===== src/rtl/epcm_pkg.sv =====
// Package for the eccentric press contact monitor: timing counts,
// register map, field positions and the pin and output carriers.
// Assumes a single 125 MHz core clock.
package epcm_pkg;

    // Core clock rate and the acknowledge pulse limits in their own units
    localparam longint unsigned CLK_HZ           = 64'd125000000;
    localparam longint unsigned MS_PER_S         = 64'd1000;
    localparam longint unsigned ACK_MIN_SHORT_MS = 64'd100;
    localparam longint unsigned ACK_MIN_LONG_MS  = 64'd350;
    localparam longint unsigned ACK_MAX_MS       = 64'd30000;

    // Least times round up, the longest time rounds down
    localparam logic [31:0] ACK_MIN_SHORT_CYC =
        32'((ACK_MIN_SHORT_MS * CLK_HZ + MS_PER_S - 64'd1) / MS_PER_S);
    localparam logic [31:0] ACK_MIN_LONG_CYC  =
        32'((ACK_MIN_LONG_MS * CLK_HZ + MS_PER_S - 64'd1) / MS_PER_S);
    localparam logic [31:0] ACK_MAX_CYC       = 32'((ACK_MAX_MS * CLK_HZ) / MS_PER_S);

    // Cycles until the pin synchronisers hold real samples after reset
    localparam logic [1:0] SYNC_FILL = 2'h3;

    // Register map, byte addresses
    localparam int          REG_AW       = 4;
    localparam logic [3:0]  REG_CTRL     = 4'h0;
    localparam logic [3:0]  REG_STATUS   = 4'h4;
    localparam logic [3:0]  REG_INT_STAT = 4'h8;
    localparam logic [3:0]  REG_INT_MASK = 4'hc;

    // Control fields
    localparam int          CTRL_W        = 2;
    localparam int          CTRL_DYN_BIT  = 0;
    localparam int          CTRL_LONG_BIT = 1;
    localparam logic [1:0]  CTRL_RST      = 2'h0;

    // Status: low bits hold the output carrier, then the bypass level
    localparam int          STAT_OUT_W      = 6;
    localparam int          STAT_BYPASS_BIT = 6;

    // Interrupt events
    localparam int          INT_W        = 3;
    localparam int          INT_SEQ_BIT  = 0;
    localparam int          INT_OVR_BIT  = 1;
    localparam int          INT_ACK_BIT  = 2;
    localparam logic [2:0]  INT_RST      = 3'h0;

    // Field inputs from cams, drive feedback, acknowledge and bypass
    typedef struct packed {
        logic bypass;
        logic ack;
        logic drive;
        logic dyncam;
        logic upstroke;
        logic overrun;
    } epcm_in_t;

    // Outputs towards the press cycle control
    typedef struct packed {
        logic overrun_err;
        logic contact_err;
        logic ack_need;
        logic upstroke;
        logic top;
        logic permit;
    } epcm_out_t;

endpackage


===== src/rtl/epcm_top.sv =====
// Eccentric press contact monitor: checks cam edge order and stopping
// overrun, drives permit, dead-centre and rising-stroke phase outputs.
// Assumes asynchronous field pins and a plain register port on core_clk.
//
// Strobed register access and the address map were chosen for this implementation.
`timescale 1ns/1ps
`default_nettype none

// Operation
// - Stop-zone cam rising while rising-stroke cam low is a sequence fault.
// - Stop-zone cam falling while rising-stroke cam high is a sequence fault.
// - Rising-stroke cam rising while stop-zone cam high is a sequence fault.
// - Rising-stroke cam falling while stop-zone cam low is a sequence fault.
// - Any sequence fault drops permit and raises the sequence-fault output.
// - Drive feedback must rise at dead centre or be high at stop-zone fall.
// - Bypass without fault holds permit low, suspends checks, keeps fault outputs.
// - Bypass with a latched fault still accepts an acknowledge.
// - Bypass falling without fault restarts supervision and returns permit high.
// - Permit high without fault; fault drops it and raises acknowledge-needed.
// - Acknowledge is a high pulse between configured minimum and 30 s.
// - Without early cam, phase set on rising-stroke rise, cleared on stop-zone rise.
// - With early cam, dead centre starts on first of stop-zone rise, early fall.
module epcm_top #(
    parameter logic [31:0] ACK_MIN_SHORT = epcm_pkg::ACK_MIN_SHORT_CYC,
    parameter logic [31:0] ACK_MIN_LONG  = epcm_pkg::ACK_MIN_LONG_CYC,
    parameter logic [31:0] ACK_MAX       = epcm_pkg::ACK_MAX_CYC
) (
    input  wire logic                   core_clk,
    input  wire logic                   arst_n,
    input  wire epcm_pkg::epcm_in_t     cam_pins,
    input  wire logic [3:0]             reg_addr,
    input  wire logic [31:0]            reg_wdata,
    input  wire logic                   reg_wr,
    input  wire logic                   reg_rd,
    output logic [31:0]                 reg_rdata,
    output var epcm_pkg::epcm_out_t     press,
    output logic                        irq
);

    // Edge helpers shared by every contact
    function automatic logic rise(input logic cur, input logic prv);
        rise = cur & ~prv;
    endfunction

    function automatic logic fall(input logic cur, input logic prv);
        fall = ~cur & prv;
    endfunction

    epcm_pkg::epcm_in_t  s1_r;
    epcm_pkg::epcm_in_t  smp_r;
    epcm_pkg::epcm_in_t  prv_r;

    logic [1:0]          init_cnt_r;
    logic [1:0]          init_cnt_nxt;
    logic                contact_err_r;
    logic                contact_err_nxt;
    logic                overrun_err_r;
    logic                overrun_err_nxt;
    logic                top_r;
    logic                top_nxt;
    logic                up_r;
    logic                up_nxt;
    logic                drv_ok_r;
    logic                drv_ok_nxt;
    logic                early_r;
    logic                early_nxt;
    logic                permit_r;
    logic                permit_nxt;
    logic [31:0]         ack_cnt_r;
    logic [31:0]         ack_cnt_nxt;

    logic [1:0]          ctrl_r;
    logic [1:0]          ctrl_nxt;
    logic [2:0]          int_stat_r;
    logic [2:0]          int_stat_nxt;
    logic [2:0]          int_mask_r;
    logic [2:0]          int_mask_nxt;
    logic [31:0]         rdata_r;
    logic [31:0]         rdata_nxt;

    logic                init;
    logic                fault;
    logic                active;
    logic                r_ov;
    logic                f_ov;
    logic                r_up;
    logic                f_up;
    logic                f_dyn;
    logic                r_drv;
    logic                f_ack;
    logic                f_byp;
    logic                seq_bad;
    logic                ovr_bad;
    logic                ack_ok;
    logic                ack_clear;
    logic [31:0]         ack_min;
    logic [2:0]          events;

    // Two-stage synchroniser, then one stage of history for edges
    always_ff @(posedge core_clk or negedge arst_n) begin
        if (!arst_n) begin
            s1_r  <= '0;
            smp_r <= '0;
            prv_r <= '0;
        end else begin
            s1_r  <= cam_pins;
            smp_r <= s1_r;
            prv_r <= smp_r;
        end
    end

    // Edge and check terms of the current logic cycle
    always_comb begin
        init    = (init_cnt_r != epcm_pkg::SYNC_FILL);
        fault   = contact_err_r | overrun_err_r;
        // Checks idle during start-up, fault and bypass
        active  = !init && !fault && !smp_r.bypass;
        r_ov    = rise(smp_r.overrun, prv_r.overrun);
        f_ov    = fall(smp_r.overrun, prv_r.overrun);
        r_up    = rise(smp_r.upstroke, prv_r.upstroke);
        f_up    = fall(smp_r.upstroke, prv_r.upstroke);
        f_dyn   = fall(smp_r.dyncam, prv_r.dyncam);
        r_drv   = rise(smp_r.drive, prv_r.drive);
        f_ack   = fall(smp_r.ack, prv_r.ack);
        f_byp   = fall(smp_r.bypass, prv_r.bypass);
        seq_bad = active && ((r_ov && !smp_r.upstroke)
                          || (f_ov && smp_r.upstroke)
                          || (r_up && smp_r.overrun)
                          || (f_up && !smp_r.overrun));
        // Drive feedback judges motion; it must mirror the drive command
        ovr_bad = active && f_ov && !smp_r.drive && !drv_ok_r;
        ack_min = ctrl_r[epcm_pkg::CTRL_LONG_BIT] ? ACK_MIN_LONG : ACK_MIN_SHORT;
        ack_ok  = f_ack && (ack_cnt_r >= ack_min) && (ack_cnt_r <= ACK_MAX);
        // Accepted in bypass as well
        ack_clear = fault && ack_ok;
        events  = 3'h0;
        events[epcm_pkg::INT_SEQ_BIT] = seq_bad;
        events[epcm_pkg::INT_OVR_BIT] = ovr_bad;
        events[epcm_pkg::INT_ACK_BIT] = ack_clear;
    end

    // Next supervision state
    always_comb begin
        init_cnt_nxt    = init ? init_cnt_r + 2'h1 : init_cnt_r;
        contact_err_nxt = contact_err_r | seq_bad;
        overrun_err_nxt = overrun_err_r | ovr_bad;
        top_nxt         = top_r;
        up_nxt          = up_r;
        drv_ok_nxt      = drv_ok_r;
        early_nxt       = early_r;

        // Saturate one past the limit so long pulses stay rejected
        if (smp_r.ack) begin
            ack_cnt_nxt = (ack_cnt_r > ACK_MAX) ? ack_cnt_r : ack_cnt_r + 32'h1;
        end else begin
            ack_cnt_nxt = 32'h0;
        end

        // A valid acknowledge clears faults and reinitialises
        if (ack_clear) begin
            contact_err_nxt = 1'b0;
            overrun_err_nxt = 1'b0;
            init_cnt_nxt    = epcm_pkg::SYNC_FILL - 2'h1;
        end else if (f_byp && !fault) begin
            init_cnt_nxt    = epcm_pkg::SYNC_FILL - 2'h1;
        end

        if (fault || smp_r.bypass) begin
            top_nxt    = 1'b0;
            up_nxt     = 1'b0;
            drv_ok_nxt = 1'b0;
            early_nxt  = 1'b0;
        end else if (init) begin
            // History is loaded now, so a cam already high makes no edge
            top_nxt    = smp_r.overrun;
            up_nxt     = 1'b0;
            drv_ok_nxt = 1'b0;
            early_nxt  = 1'b0;
        end else begin
            if (f_ov) begin
                drv_ok_nxt = 1'b0;
            end else if (r_drv && top_r) begin
                drv_ok_nxt = 1'b1;
            end
            if (!ctrl_r[epcm_pkg::CTRL_DYN_BIT]) begin
                top_nxt = smp_r.overrun;
                if (r_up) begin
                    up_nxt = 1'b1;
                end
                if (r_ov) begin
                    up_nxt = 1'b0;
                end
                early_nxt = 1'b0;
            end else begin
                // Early cam in the downstroke blocks the coming upstroke
                if (r_up && !early_r) begin
                    up_nxt = 1'b1;
                end
                if (r_ov || f_dyn) begin
                    up_nxt  = 1'b0;
                    top_nxt = 1'b1;
                end
                if (f_ov || (r_up && early_r)) begin
                    top_nxt = 1'b0;
                end
                if (f_dyn && !smp_r.upstroke) begin
                    early_nxt = 1'b1;
                end else if (r_ov) begin
                    early_nxt = 1'b0;
                end
            end
            if (seq_bad || ovr_bad) begin
                top_nxt = 1'b0;
                up_nxt  = 1'b0;
            end
        end

        permit_nxt = !(contact_err_nxt || overrun_err_nxt)
                  && !smp_r.bypass
                  && (init_cnt_nxt == epcm_pkg::SYNC_FILL);
    end

    // Supervision registers
    always_ff @(posedge core_clk or negedge arst_n) begin
        if (!arst_n) begin
            init_cnt_r    <= 2'h0;
            contact_err_r <= 1'b0;
            overrun_err_r <= 1'b0;
            top_r         <= 1'b0;
            up_r          <= 1'b0;
            drv_ok_r      <= 1'b0;
            early_r       <= 1'b0;
            permit_r      <= 1'b0;
            ack_cnt_r     <= 32'h0;
        end else begin
            init_cnt_r    <= init_cnt_nxt;
            contact_err_r <= contact_err_nxt;
            overrun_err_r <= overrun_err_nxt;
            top_r         <= top_nxt;
            up_r          <= up_nxt;
            drv_ok_r      <= drv_ok_nxt;
            early_r       <= early_nxt;
            permit_r      <= permit_nxt;
            ack_cnt_r     <= ack_cnt_nxt;
        end
    end

    // Register port: writes, interrupt status and the registered read
    always_comb begin
        ctrl_nxt     = ctrl_r;
        int_mask_nxt = int_mask_r;
        int_stat_nxt = int_stat_r;
        rdata_nxt    = 32'h0;
        if (reg_wr && reg_addr == epcm_pkg::REG_CTRL) begin
            ctrl_nxt = reg_wdata[epcm_pkg::CTRL_W-1:0];
        end
        if (reg_wr && reg_addr == epcm_pkg::REG_INT_MASK) begin
            int_mask_nxt = reg_wdata[epcm_pkg::INT_W-1:0];
        end
        // Clear by writing one; a same-cycle event wins
        if (reg_wr && reg_addr == epcm_pkg::REG_INT_STAT) begin
            int_stat_nxt = int_stat_r & ~reg_wdata[epcm_pkg::INT_W-1:0];
        end
        int_stat_nxt = int_stat_nxt | events;
        if (reg_rd) begin
            case (reg_addr)
                epcm_pkg::REG_CTRL: begin
                    rdata_nxt[epcm_pkg::CTRL_W-1:0] = ctrl_r;
                end
                epcm_pkg::REG_STATUS: begin
                    rdata_nxt[epcm_pkg::STAT_OUT_W-1:0] = press;
                    rdata_nxt[epcm_pkg::STAT_BYPASS_BIT] = smp_r.bypass;
                end
                epcm_pkg::REG_INT_STAT: begin
                    rdata_nxt[epcm_pkg::INT_W-1:0] = int_stat_r;
                end
                epcm_pkg::REG_INT_MASK: begin
                    rdata_nxt[epcm_pkg::INT_W-1:0] = int_mask_r;
                end
                default: begin
                    rdata_nxt = 32'h0;
                end
            endcase
        end
    end

    // Register-port flops
    always_ff @(posedge core_clk or negedge arst_n) begin
        if (!arst_n) begin
            ctrl_r     <= epcm_pkg::CTRL_RST;
            int_stat_r <= epcm_pkg::INT_RST;
            int_mask_r <= epcm_pkg::INT_RST;
            rdata_r    <= 32'h0;
        end else begin
            ctrl_r     <= ctrl_nxt;
            int_stat_r <= int_stat_nxt;
            int_mask_r <= int_mask_nxt;
            rdata_r    <= rdata_nxt;
        end
    end

    // Outputs from flops; ack_need is the OR of the two fault flops
    always_comb begin
        press.permit      = permit_r;
        press.top         = top_r;
        press.upstroke    = up_r;
        press.ack_need    = contact_err_r | overrun_err_r;
        press.contact_err = contact_err_r;
        press.overrun_err = overrun_err_r;
    end

    assign reg_rdata = rdata_r;
    assign irq       = |(int_stat_r & int_mask_r);

endmodule // epcm_top

`default_nettype wire


===== config.mk =====
export PLATFORM = sky130hd
export DESIGN_NAME = epcm_top
export DESIGN_NICKNAME = d
export VERILOG_FILES = /design/src/rtl/epcm_pkg.sv /design/src/rtl/epcm_top.sv
export SDC_FILE = /design/constraint.sdc
export NUM_CORES = 1
export LEC_CHECK = 0
export ABC_AREA = 0
export BUFFER_PORTS_ARGS = -buffer_cell sky130_fd_sc_hd__buf_2
export CAP_MARGIN = 20
export CORE_ASPECT_RATIO = 0.5
export CORE_MARGIN = 3
export CORE_UTILIZATION = 45
export CTS_CLUSTER_SIZE = 12
export DETAILED_ROUTE_END_ITERATION = 16
export GPL_TIMING_DRIVEN = 1
export HOLD_SLACK_MARGIN = 0.06
export PLACE_DENSITY = 0.7
export SETUP_SLACK_MARGIN = 0.1
export SKIP_LAST_GASP = 1
export SYNTH_ARGS = -nofsm -noshare
export SYNTH_HDL_FRONTEND = slang
export SYNTH_SLANG_ARGS = --single-unit

===== constraint.sdc =====
create_clock -name core_clk -period 7.5 [get_ports core_clk]
set_clock_uncertainty 0.1 [all_clocks]
set_input_delay 0.75 -clock core_clk [delete_from_list [all_inputs] [get_ports core_clk]]
set_output_delay 0.75 -clock core_clk [all_outputs]
set_load 0.01 [all_outputs]

# Word level (Yosys, flattened, before mapping)
# Index checks and enable logic that the tools add are counted.
[totals] regBits=99 in_bits=46 out_inout_bits=39
[classes] n_mux=36 addsub=2 magnitude_cmp=3 n_eq_ne=9 bitwise_logic=23 reduce_logical=45
[ops] cell="$mux W32" n=2
[ops] cell="$add A32 B1 Y32 const B" n=1
[ops] cell="$ge A32 B26 Y1" n=1
[ops] cell="$gt A32 B32 Y1 const B" n=1
[ops] cell="$le A32 B32 Y1 const B" n=1
[ops] cell="$mux W26" n=1
[ops] cell="$mux W1" n=25
[ops] cell="$logic_and A1 B1 Y1" n=23
[ops] cell="$ne A6 B2 Y1 const B" n=2
[ops] cell="$logic_not A1 Y1" n=9
[ops] cell="$and A1 B1 Y1" n=8
[ops] cell="$eq A4 B4 Y1 const B" n=2
[ops] cell="$logic_or A1 B1 Y1" n=8
[ops] cell="$not A1 Y1" n=8
[ops] cell="$pmux W2 S4" n=1
[ops] cell="$mux W7" n=1
[ops] cell="$and A3 B3 Y3" n=2
[ops] cell="$mux W2" n=3
[ops] cell="$reduce_bool A6 Y1" n=1
[ops] cell="$ne A5 B2 Y1 const B" n=1
[ops] cell="$eq A4 B3 Y1 const B" n=1
[ops] cell="$logic_not A4 Y1" n=1
[ops] cell="$mux W4" n=1
[ops] cell="$ne A2 B2 Y1 const B" n=2
[ops] cell="other kinds (10)" n=12

# Logic depth before layout (Yosys ltp)
# Gate-level depths: netlist of the first run.
[logic_depth] word_depth=13 ltp_mapped=11 depth_no_buf=8

# Worst setup path after synthesis of the first run
# No wires, ideal clock.
[synth_timing] path_kind="register to register" start="register ctrl_r[1]" end="register init_cnt_r[0]" synth_period_minus_slack_ns=2.415 slack_ns=5.085 required_time_ns=7.249 arrival_ns=2.163 path_buffers=0 setup_time_ns=0.151 stages_incl_launch_ff=8 path_cell_list="dfrtp_1 ha_1 a311o_1 o21ai_0 or4_1 o221a_2 nor3_1 a221oi_1"
[synth_between] elab_chain_len=6
[synth_rtl] item="start: declaration" line="epcm_top.sv:72" text="logic [1:0] ctrl_r;"
[synth_rtl] item="start signal: assignment" line="epcm_top.sv:290" text="ctrl_r <= epcm_pkg::CTRL_RST;"
[synth_rtl] item="start signal: assignment" line="epcm_top.sv:295" text="ctrl_r <= ctrl_nxt;"
[synth_rtl] item="$mux W26" line="epcm_top.sv:132" text="ack_min = ctrl_r[epcm_pkg::CTRL_LONG_BIT] ? ACK_MIN_LONG : ACK_MIN_SHORT;"
[synth_rtl] item="$ge A32 B26 Y1" line="epcm_top.sv:133" text="ack_ok = f_ack && (ack_cnt_r >= ack_min) && (ack_cnt_r <= ACK_MAX);"
[synth_rtl] item="$logic_and A1 B1 Y1 (2 in a row)" line="epcm_top.sv:133"
[synth_rtl] item="$logic_and A1 B1 Y1" line="epcm_top.sv:135" text="ack_clear = fault && ack_ok;"
[synth_rtl] item="$mux W2" line="epcm_top.sv:160" text="if (ack_clear) begin"
[synth_rtl] item="named net init_cnt_nxt[0]" line="epcm_top.sv:54" text="logic [1:0] init_cnt_nxt;"
[synth_rtl] item="end signal: assignment" line="epcm_top.sv:236" text="init_cnt_r <= init_cnt_nxt;"
[synth_rtl] item="end: declaration" line="epcm_top.sv:53" text="logic [1:0] init_cnt_r;"
# The timed path passes the listed nets, and every way through them passes these cells.
# A chain may end at the register's enable or synchronous reset.

# Worst setup path in the final report of the first run
# Ends and elaborated chain as after synthesis.

==> results of run 1 <==
-- critical path: cells and delay by family (launching register included) --
family / cells / cell delay, ns
flip-flops: 1 / 0.52
adder cells (fa/ha/maj): 1 / 0.37
AND/OR/NAND/NOR: 2 / 1.04
AO/OA/AOI/OAI: 4 / 0.72
-- how the worst max path moves through the flow --
stage,slack (ns),startpoint,end,cells after the start
5_1_grt,4.43,ctrl_r[1]$_DFFE_PN0P_,init_cnt_r[0]$_DFF_PN0_,7
3_3_place_gp,4.62,ctrl_r[1]$_DFFE_PN0P_,init_cnt_r[0]$_DFF_PN0_,7
6_report,4.59,ctrl_r[1]$_DFFE_PN0P_,init_cnt_r[0]$_DFF_PN0_,7
4_1_cts,4.57,ctrl_r[1]$_DFFE_PN0P_,init_cnt_r[0]$_DFF_PN0_,7
3_5_place_dp,4.59,ctrl_r[1]$_DFFE_PN0P_,init_cnt_r[0]$_DFF_PN0_,7
2_1_floorplan,5.09,ctrl_r[1]$_DFFE_PN0P_,init_cnt_r[0]$_DFF_PN0_,7
-- final cells by class --
| cell class | instances | share of cell area, % |
|---|---|---|
| clock buffers | 9 | 5.06 |
| inverters | 10 | 0.844 |
| clock inverters | 6 | 2.59 |
| repair buffers | 31 | 3.60 |
| multi-input cells | 304 | 43.1 |
| well taps | 112 | 3.15 |
| flip-flops and latches | 74 | 41.6 |
-- cells by family (layout without fill, tap and decap cells) --
logic type / count (synthesis) / in the layout / synth area share, %
and+or+nand+nor: 164 / 164 / 23.3
AOI/OAI and AO/OA: 91 / 91 / 14.5
DFF: 74 / 74 / 45.9
buffers and inverters: 55 / 56 / 8.66
adders and majority gates: 12 / 12 / 3.73
muxes: 11 / 11 / 3.51
other: 1 / 25 / 0.0930
xor gates and xnor gates: 1 / 1 / 0.217
-- state kept, by name (all words and copies together) (netlist names), 2 cells and up --
register    cells
prv_r           6
smp_r           6
reg_rdata       7
int_mask_r      3
int_stat_r      3
s1_r            6
ctrl_r          2
ack_cnt_r      32
init_cnt_r      2
-- Yosys cell counts, types with 3 or more instances --
cell and number:
a21o_1 4, a21oi_1 26, and2_1 7, and3_1 8, buf_2 3, buf_4 31, buf_6 3, clkbuf_1 7
dfrtp_1 74, ha_1 12, inv_1 10, mux2_2 5, mux2i_1 4, nand2_1 31, nand2b_1 7, nand3_1 19
nand4_1 8, nor2_1 23, nor3_1 5, nor3b_1 5, nor4_1 9, o21a_1 4, o21ai_0 25, o311ai_0 3
o31a_1 3, o31ai_1 6, or3_1 18, or4_1 7
-- per-layer routing --
layer / track usage, % / up-vias
met4: 5.37 / 0
met5: 0 / -
li1: - / 1510
met1: 24.7 / 1494
met3: 4.45 / 11
met2: 27.0 / 104
-- report_power, final --
part	leakage, nW	internal, W	switching, W	total (W)
combinational	0.829	0.0000444	0.0000615	0.000106
sequential	0.959	0.000425	0.0000251	0.000450
clock	0.162	0.000325	0.000169	0.000494
-- stage by stage --
step	utilization, %	std cells	hold slack, ns	worst slack [ns]	instance area, um2
5_1_grt	53.3	546	0.258	4.43	4450
2_1_floorplan	-	433	0.231	5.09	4120
3_3_place_gp	49.2	531	0.233	4.62	4110
4_1_cts	53.3	546	0.248	4.57	4450
6_report	53.3	546	0.248	4.59	4450
3_5_place_dp	49.2	531	0.235	4.59	4110
==> out/metrics.yaml, run 1 <==
global_route:
  grt_pass1_vias: 2928
  overflow: 0
  antenna_found_initial: 0
  grt_usage_pct: 17.5
  grt_max_degree: 75
  grt_pass1_wl_um: 14300
cells_and_area:
  final_cell_mix: "74 x dfrtp_1, 31 x nand2_1, 29 x buf_2, 26 x a21oi_1"
  nets: 488
  area_growth_pct: 10.4
  antenna_cells: 0
  drive_gt1_share_pct: 13.8
  fillers: 730
  final_common_cell: "dfrtp_1"
  regArea_um2: 1850
  multi_input_area_um2: 1920
timing:
  relSlewSlack_pct: 37.9
  rsz0062_at_grt: "no"
  finalMaxSlewViolations: 0
  tightest_slew_ns: 0.931
  min_period_ns: 2.91
  finalHoldViolations: 0
  fin_crit_sh_pct: 38.8
  timing.fmax_ghz: 0.344
  setup_tns_ns: 0
  setup_violations: 0
power_and_ir_drop:
  power_w: 0.00105
  peakVddDrop_v: 0.000137
  power_density_nw_per_um2: 236
  p_leak_nw: 1.95
routing:
  met1_length_um: 4000
  drc: 0
  routed.top_layer: "met4"
  drt_iter0_drc: 234
  wl_met2_um: 3750
  ant_nets: 0
  viasPerCell: 5.71
  first_pass_iters: 4
  vias: 3119
  wl_per_cell_um: 15.4
  wl_met3_um: 514
  drt_wl_total_um: 8380
status:
  status: "complete, no violations"
floorplan:
  rows: 23
  pin_count: 85
  die_w_um: 140
  initial_core_util_pct: 48.3
  die_area_um2: 10200
  core_area_um2: 8350
  chipHeight_um: 72.9
critical_path:
  cp-end-kind: "register"
  critPathRequiredTime_ns: 7.58
  worstSetupStartpointType: "register"
  timing.rr.end: "init_cnt_r[0]$_DFF_PN0_"
  worst_ep_arrival_time_ns: 2.99
  crit_type: "reg2reg"
  path_cells: "ha_1 > a311o_1 > o21ai_0 > or4_1 > o221a_2 > nor3_1 > a221oi_1"
  cp_max_fo: 8
  r2r_cells: 7
  crit_path_top_delay_cell: "or4_1"
  reg2reg_from: "ctrl_r[1]$_DFFE_PN0P_"
  slowest_delay_ns: 0.53
  rrSetupSlack_ns: 4.59
cts:
  hold_buffers: 0
  insertion_delay_ns: 0.34
  cts_resized: 0
  cts_tree: "done"
  cts_root_buf: "clkbuf_16"
  ctsLongestPathBuffers: 2
  post_cts_buffers: 0
  cts_buffers: 9
  clkTransAtPathRegs_ns: 0.06
  h-tree-depth: 3
  cts.sinks: 74
logic_synthesis:
  synth_warnings: 0
  synth_cell_types: 60
  async_flop_share_pct: 100
  synthTopCellsByArea: "dfrtp_1 46%, buf_4 5.8%, ha_1 3.7%"
  syn_inst: 409
  ys_seq_area_share_pct: 45.9
  synth-edff-count: 0
  synth_top_area_share_pct: 45.9
  synth_ff_type: "dfrtp_1"
  synth_area_um2: 4030
  synth.avg_cell_area_um2: 9.85
  post-synth-top-area-cell: "dfrtp_1"
  synth-seq-cells: 74
job:
  cap_viol_max_count: 0
place:
  dp_hpwl_um: 5670
  port_buffers: 30
  gp_congestion: 0.841
min_path:
  whs_path_depth: 0
  hold_end: "smp_r[1]$_DFF_PN0_"
  worstHoldStart: "s1_r[1]$_DFF_PN0_"
  worstHoldPathType: "reg2reg"
Note: power is estimated with default switching activity, not from simulation.
==> run 2: changes to the inputs <==
Settings changed: ABC_AREA 0 to 1, PLACE_DENSITY 0.7 to 0.69.
Clock period 7.5 ns to 2.76 ns, I/O delays scaled along.
==> run 2 against run 1 <==
Against the previous run:
- count of clock-buffer cells in the layout unchanged
- wire length increased by 27%
- sequential share of layout area decreased by 4.3 points
- worst hold slack got worse by 0.15 ns
- register-to-register slack got worse by 4.0 ns
- critical path depth increased by 3
- fmax increased by 32%
- global-route usage increased by 2.2 points
- first-iteration DRC count increased by 24%
- critical path type unchanged
- critical endpoint is now ack_cnt_r[14]$_DFFE_PN0P_
- largest cell class unchanged
- largest power group is now sequential cells
- highest routed layer unchanged
==> out/metrics.yaml, run 2 <==
logic_synthesis:
  async_flop_share_pct: 100
  synth.avg_cell_area_um2: 7.44
  post-synth-top-area-cell: "dfrtp_1"
  synth-edff-count: 0
  synth-seq-cells: 74
  synth_cell_types: 37
  synthTopCellsByArea: "dfrtp_1 42%, nand2_1 13%, nor2_1 6.9%"
  synth_common_cells: "157 x nand2_1, 82 x nor2_1, 74 x dfrtp_1"
  synth_warnings: 0
  synth_ff_type: "dfrtp_1"
  ys_seq_area_share_pct: 41.6
  synth_area_um2: 4460
  synth_top_area_share_pct: 41.6
  syn_inst: 599
  yosys.cell_count.top_type: "nand2_1"
global_route:
  grt_max_degree: 75
  antenna_found_initial: 0
  overflow: 0
  grt_pass1_vias: 3683
  grt_usage_pct: 19.8
  grt_pass1_wl_um: 17900
timing:
  tightest_slew_ns: 0.935
  setup_violations: 0
  finalHoldViolations: 0
  timing.fmax_ghz: 0.454
  rsz0062_at_grt: "no"
  finalMaxSlewViolations: 0
  setup_tns_ns: 0
  min_period_ns: 2.20
  fin_crit_sh_pct: 79.8
  fin_hold_ws_ns: 0.0987
  relSlewSlack_pct: 37.7
floorplan:
  die_area_um2: 11200
  pin_count: 85
  rows: 24
  chipHeight_um: 76.4
  initial_core_util_pct: 48.6
  core_area_um2: 9160
  die_w_um: 147
routing:
  wl_met2_um: 4590
  wl_per_cell_um: 13.8
  viasPerCell: 5.09
  ant_nets: 0
  wl_met3_um: 841
  first_pass_iters: 4
  drt_wl_total_um: 10600
  routed.top_layer: "met4"
  vias: 3937
  met1_length_um: 5060
  drt_iter0_drc: 290
  drc: 0
cts:
  clkTransAtPathRegs_ns: 0.06
  cts_root_buf: "clkbuf_16"
  cts_tree: "done"
  cts.sinks: 74
  insertion_delay_ns: 0.34
  ctsLongestPathBuffers: 2
  post_cts_buffers: 0
  h-tree-depth: 3
  cts_buffers: 9
min_path:
  hold_end: "reg_rdata[2]$_DFF_PN0_"
  worstHoldStart: "reg_rd"
  whs_path_depth: 3
  worstHoldPathType: "in2reg"
cells_and_area:
  regArea_um2: 1850
  utilization_pct: 54.2
  final_cell_mix: "157 x nand2_1, 82 x nor2_1, 74 x dfrtp_1, 70 x inv_1, 36 x nand3_1"
  fillers: 863
  largest_reg_flops: 32
  nets: 696
  final_common_cell: "nand2_1"
  antenna_cells: 0
  multi_input_area_um2: 2110
  drive_gt1_share_pct: 13.1
  fin_area_um2: 4970
  area_growth_pct: 11.5
  regMostFlops: "ack_cnt_r"
place:
  gp_congestion: 0.950
  post_dp_cell_area_um2: 4620
  port_buffers: 30
  dp_hpwl_um: 7840
power_and_ir_drop:
  p_leak_nw: 2.43
  power_density_nw_per_um2: 529
  peakVddDrop_v: 0.000262
critical_path:
  critPathRequiredTime_ns: 2.92
  timing.rr.end: "ack_cnt_r[14]$_DFFE_PN0P_"
  crit_type: "reg2reg"
  rrSetupSlack_ns: 0.56
  worstSetupStartpointType: "register"
  r2r_cells: 10
  cp_max_fo: 25
  cp-end-kind: "register"
  worst_ep_arrival_time_ns: 2.37
  reg2reg_from: "ack_cnt_r[0]$_DFFE_PN0P_"
job:
  cap_viol_max_count: 0
status:
  status: "complete, no violations"
-- run 2: changes by cell type after synthesis, sizes merged, moves of 8 or more --
cell,previous run,this run
nand2,31,161
inv,10,76
nor2,23,84
or3,18,0
nand3,20,37
nor3,5,20
a21oi,26,12
nand4,8,22
o21ai,25,37
nor4,11,2
or4,8,0
-- run 2: area by class of cell --
class                      instances  share of cell area (%)
multi-input combinational        433                    42.5
sequential                        74                    37.3
inverter                          77                    5.87
timing repair buffer              43                    5.39
clock buffer                       9                    4.54
tap                              130                    3.28
clock inverter                     7                    1.11
-- run 2: cell families after synthesis --
family,share of synthesized area (%)
simple gates,31.5
buf+inv,13.1
flops,41.6
compound gates,9.04
fa+ha+maj,3.37
xor+xnor,1.38
other cells,0.0842
-- run 2: where the power goes --
group | internal, W | switching, W | leakage [nW]
logic | 0.000107 | 0.000204 | 1.33
registers | 0.00115 | 0.0000506 | 0.957
clock network | 0.000616 | 0.000495 | 0.137
total | 0.00188 | 0.000749 | 2.43
-- run 2: what timing repair did --
| item | in CTS | in global routing |
|---|---|---|
| hold buffers | 7 | 0 |
| endpoints found under the hold margin | 80 | 0 |
| resized for setup | 0 | 0 |
-- run 2: layer usage --
layer  up-vias  global-route usage, %
li1       1956                      -
met1      1813                   27.1
met2       152                   29.8
met3        16                   6.54
met4         0                   5.91
met5         -                      0
-- run 2: worst max-delay path by stage --
stage | start | to | slack (ns)
floorplan | ctrl_r[1]$_DFFE_PN0P_ | init_cnt_r[0]$_DFF_PN0_ | 0.86
global placement | ack_cnt_r[0]$_DFFE_PN0P_ | ack_cnt_r[24]$_DFFE_PN0P_ | 0.62
detailed placement | ack_cnt_r[0]$_DFFE_PN0P_ | ack_cnt_r[23]$_DFFE_PN0P_ | 0.59
CTS | ack_cnt_r[0]$_DFFE_PN0P_ | ack_cnt_r[14]$_DFFE_PN0P_ | 0.59
global route | ack_cnt_r[0]$_DFFE_PN0P_ | ack_cnt_r[14]$_DFFE_PN0P_ | 0.39
finish | ack_cnt_r[0]$_DFFE_PN0P_ | ack_cnt_r[14]$_DFFE_PN0P_ | 0.56
-- run 2: metrics by stage --
stage,total power [W],std cells,setup slack [ns]
global placement,0.00151,750,0.618
CTS,0.00265,773,0.588
floorplan,0.00145,623,0.863
detailed placement,0.00153,750,0.588
finish,0.00262,773,0.556
global route,0.00276,773,0.395
-- run 2: critical path: stages (launching register included) --
cell and delay [ns]:
dfrtp_1 0.44, inv_1 0.14, ha_1 0.16, nand2_1 0.06
nor2_1 0.21, nand4_1 0.19, nand2_4 0.21, inv_4 0.07
nand2_4 0.34, nand2_1 0.12, o21ai_2 0.06
==> run 3: changes to the inputs <==
Settings changed: ABC_AREA 1 to 0, PLACE_DENSITY 0.69 to 0.72.
Clock period 2.76 ns to 1.85 ns, I/O delays scaled along.
==> run 3 against run 2 <==
Against the previous run:
- the run now ends with setup timing left
- wire length increased by 4.8%
- sequential share of layout area decreased by 4.3 points
- worst setup slack got worse by 1.1 ns
- sequential power increased by 51%
- critical path depth decreased by 1
- highest routed layer unchanged
- global-route usage increased by 2.4 points
- combinational power increased by 100%
- final cell count decreased by 16%
- fmax decreased by 9.4%
- register-to-register slack got worse by 1.1 ns
==> out/metrics.yaml, run 3 (synthesized netlist as in run 1, its figures left out) <==
routing:
  drt_wl_total_um: 11200
  ant_nets: 0
  routed.top_layer: "met4"
  wl_met2_um: 5410
  wl_met3_um: 768
  vias: 3741
  drc: 0
  drt_iter0_drc: 347
  wl_per_cell_um: 17.2
  viasPerCell: 5.76
  met1_length_um: 4710
  first_pass_iters: 5
global_route:
  antenna_found_initial: 0
  grt_pass1_vias: 3591
  overflow: 0
  grt_max_degree: 44
  grt_usage_pct: 22.2
  grt_pass1_wl_um: 17800
place:
  gp_congestion: 0.903
  dp_hpwl_um: 7430
  post_dp_cell_area_um2: 4860
  port_buffers: 30
critical_path:
  critPathRequiredTime_ns: 1.98
  crit_type: "reg2reg"
  worst_ep_arrival_time_ns: 2.56
  cp_max_fo: 6
  worstSetupStartpointType: "register"
  cp-end-kind: "register"
cells_and_area:
  area_growth_pct: 39.2
  nets: 591
  drive_gt1_share_pct: 35.3
  fin_area_um2: 5610
  final_common_cell: "buf_4"
  regMostFlops: "ack_cnt_r"
  fillers: 596
  antenna_cells: 0
  final_cell_mix: "80 x buf_4, 73 x dfrtp_1, 30 x nand2_1, 30 x buf_2, 25 x conb_1"
  regArea_um2: 1850
  largest_reg_flops: 32
  multi_input_area_um2: 2210
cts:
  h-tree-depth: 3
  ctsLongestPathBuffers: 2
  cts_root_buf: "clkbuf_16"
  insertion_delay_ns: 0.34
  cts.sinks: 74
  cts_tree: "done"
  cts_buffers: 9
  clkTransAtPathRegs_ns: 0.06
floorplan:
  die_area_um2: 10200
  rows: 23
  die_w_um: 140
  initial_core_util_pct: 48.3
  core_area_um2: 8350
  pin_count: 85
  chipHeight_um: 72.9
timing:
  fin_crit_sh_pct: 131
  min_period_ns: 2.43
  timing.fmax_ghz: 0.411
  fin_ws_ns: -0.581
  rsz0062_at_grt: "yes"
  finalHoldViolations: 0
  setup_violations: 37
  finalMaxSlewViolations: 0
status:
  violations: "setup timing"
  status: "complete, but fails checks"
power_and_ir_drop:
  power_density_nw_per_um2: 798
  power_w: 0.00448
  peakVddDrop_v: 0.000829
  p_leak_nw: 2.51
job:
  cap_viol_max_count: 0
min_path:
  worstHoldPathType: "in2reg"
-- run 3: cell types whose count changed in the layout (fill, tap and decap cells not counted), sizes merged, moves of 12 or more --
cell,change
nand3,-17
inv,-65
a21oi,+14
buf,+86
nand4,-14
nor2,-61
or3,+18
o21ai,-12
nor3,-15
nand2,-130
-- run 3: area by class of cell --
cell class	instances	area share, %
Tap cell	112	2.50
Inverter	10	0.669
Clock inverter	6	2.01
Timing Repair Buffer	134	18.3
Clock buffer	10	4.08
Sequential cell	74	33.0
Multi-Input combinational cell	304	39.4
-- run 3: timing repair --
item | CTS | global route
setup buffers | 3 | 0
gates cloned | 1 | 0
hold endpoints to repair | 90 | 0
hold buffers | 12 | 0
setup endpoints to repair | 38 | 41
pin swaps | 16 | 11
resized for setup | 28 | 22
-- run 3: worst paths after layout --
kind / slack, ns / to / start / cells past startpoint
min: 0.09 / reg_rdata[0]$_DFF_PN0_ / reg_addr[0] / 3
max in group asynchronous: 1.00 / s1_r[2]$_DFF_PN0_ / arst_n / 3
max reg2reg: -0.58 / contact_err_r$_DFF_PN0_ / ctrl_r[1]$_DFFE_PN0P_ / 9
min reg2reg: 0.25 / smp_r[2]$_DFF_PN0_ / s1_r[2]$_DFF_PN0_ / 0
min in group asynchronous: 0.11 / ack_cnt_r[0]$_DFFE_PN0P_ / arst_n / 2
max: -0.58 / contact_err_r$_DFF_PN0_ / ctrl_r[1]$_DFFE_PN0P_ / 9
-- run 3: routing by layer --
metal	track usage (%)	vias to the layer above
met5	0	-
met4	8.16	0
met3	5.10	29
met2	38.6	146
met1	27.6	1857
li1	-	1709
-- run 3: power by group --
part | switching [W] | internal, W | total (W) | leakage (nW)
clock | 0.000711 | 0.00133 | 0.00204 | 0.167
combinational | 0.000332 | 0.000294 | 0.000626 | 1.39
sequential | 0.0000916 | 0.00172 | 0.00181 | 0.958
-- run 3: stage by stage --
stage          setup TNS, ns  utilization (%)  worst slack, ns  std cells  hold WS (ns)
2_1_floorplan         -11.07                -           -0.429        433        -0.211
3_3_place_gp          -14.99             58.3           -0.515        618       -0.0750
3_5_place_dp          -16.61             58.3           -0.558        618       -0.0752
4_1_cts               -16.90             65.8           -0.548        650        0.0837
5_1_grt               -19.75             67.2           -0.641        650        0.0931
6_report              -17.06             67.2           -0.581        650        0.0867
-- run 3: worst max-delay path: stages (launching register included) --
cell     delay (ns)
dfrtp_2        0.44
buf_12         0.15
ha_4           0.26
and4b_1        0.21
o21ai_1        0.07
or4_4          0.42
o221a_4        0.27
nor3_4         0.21
buf_6          0.15
nor2_1         0.04
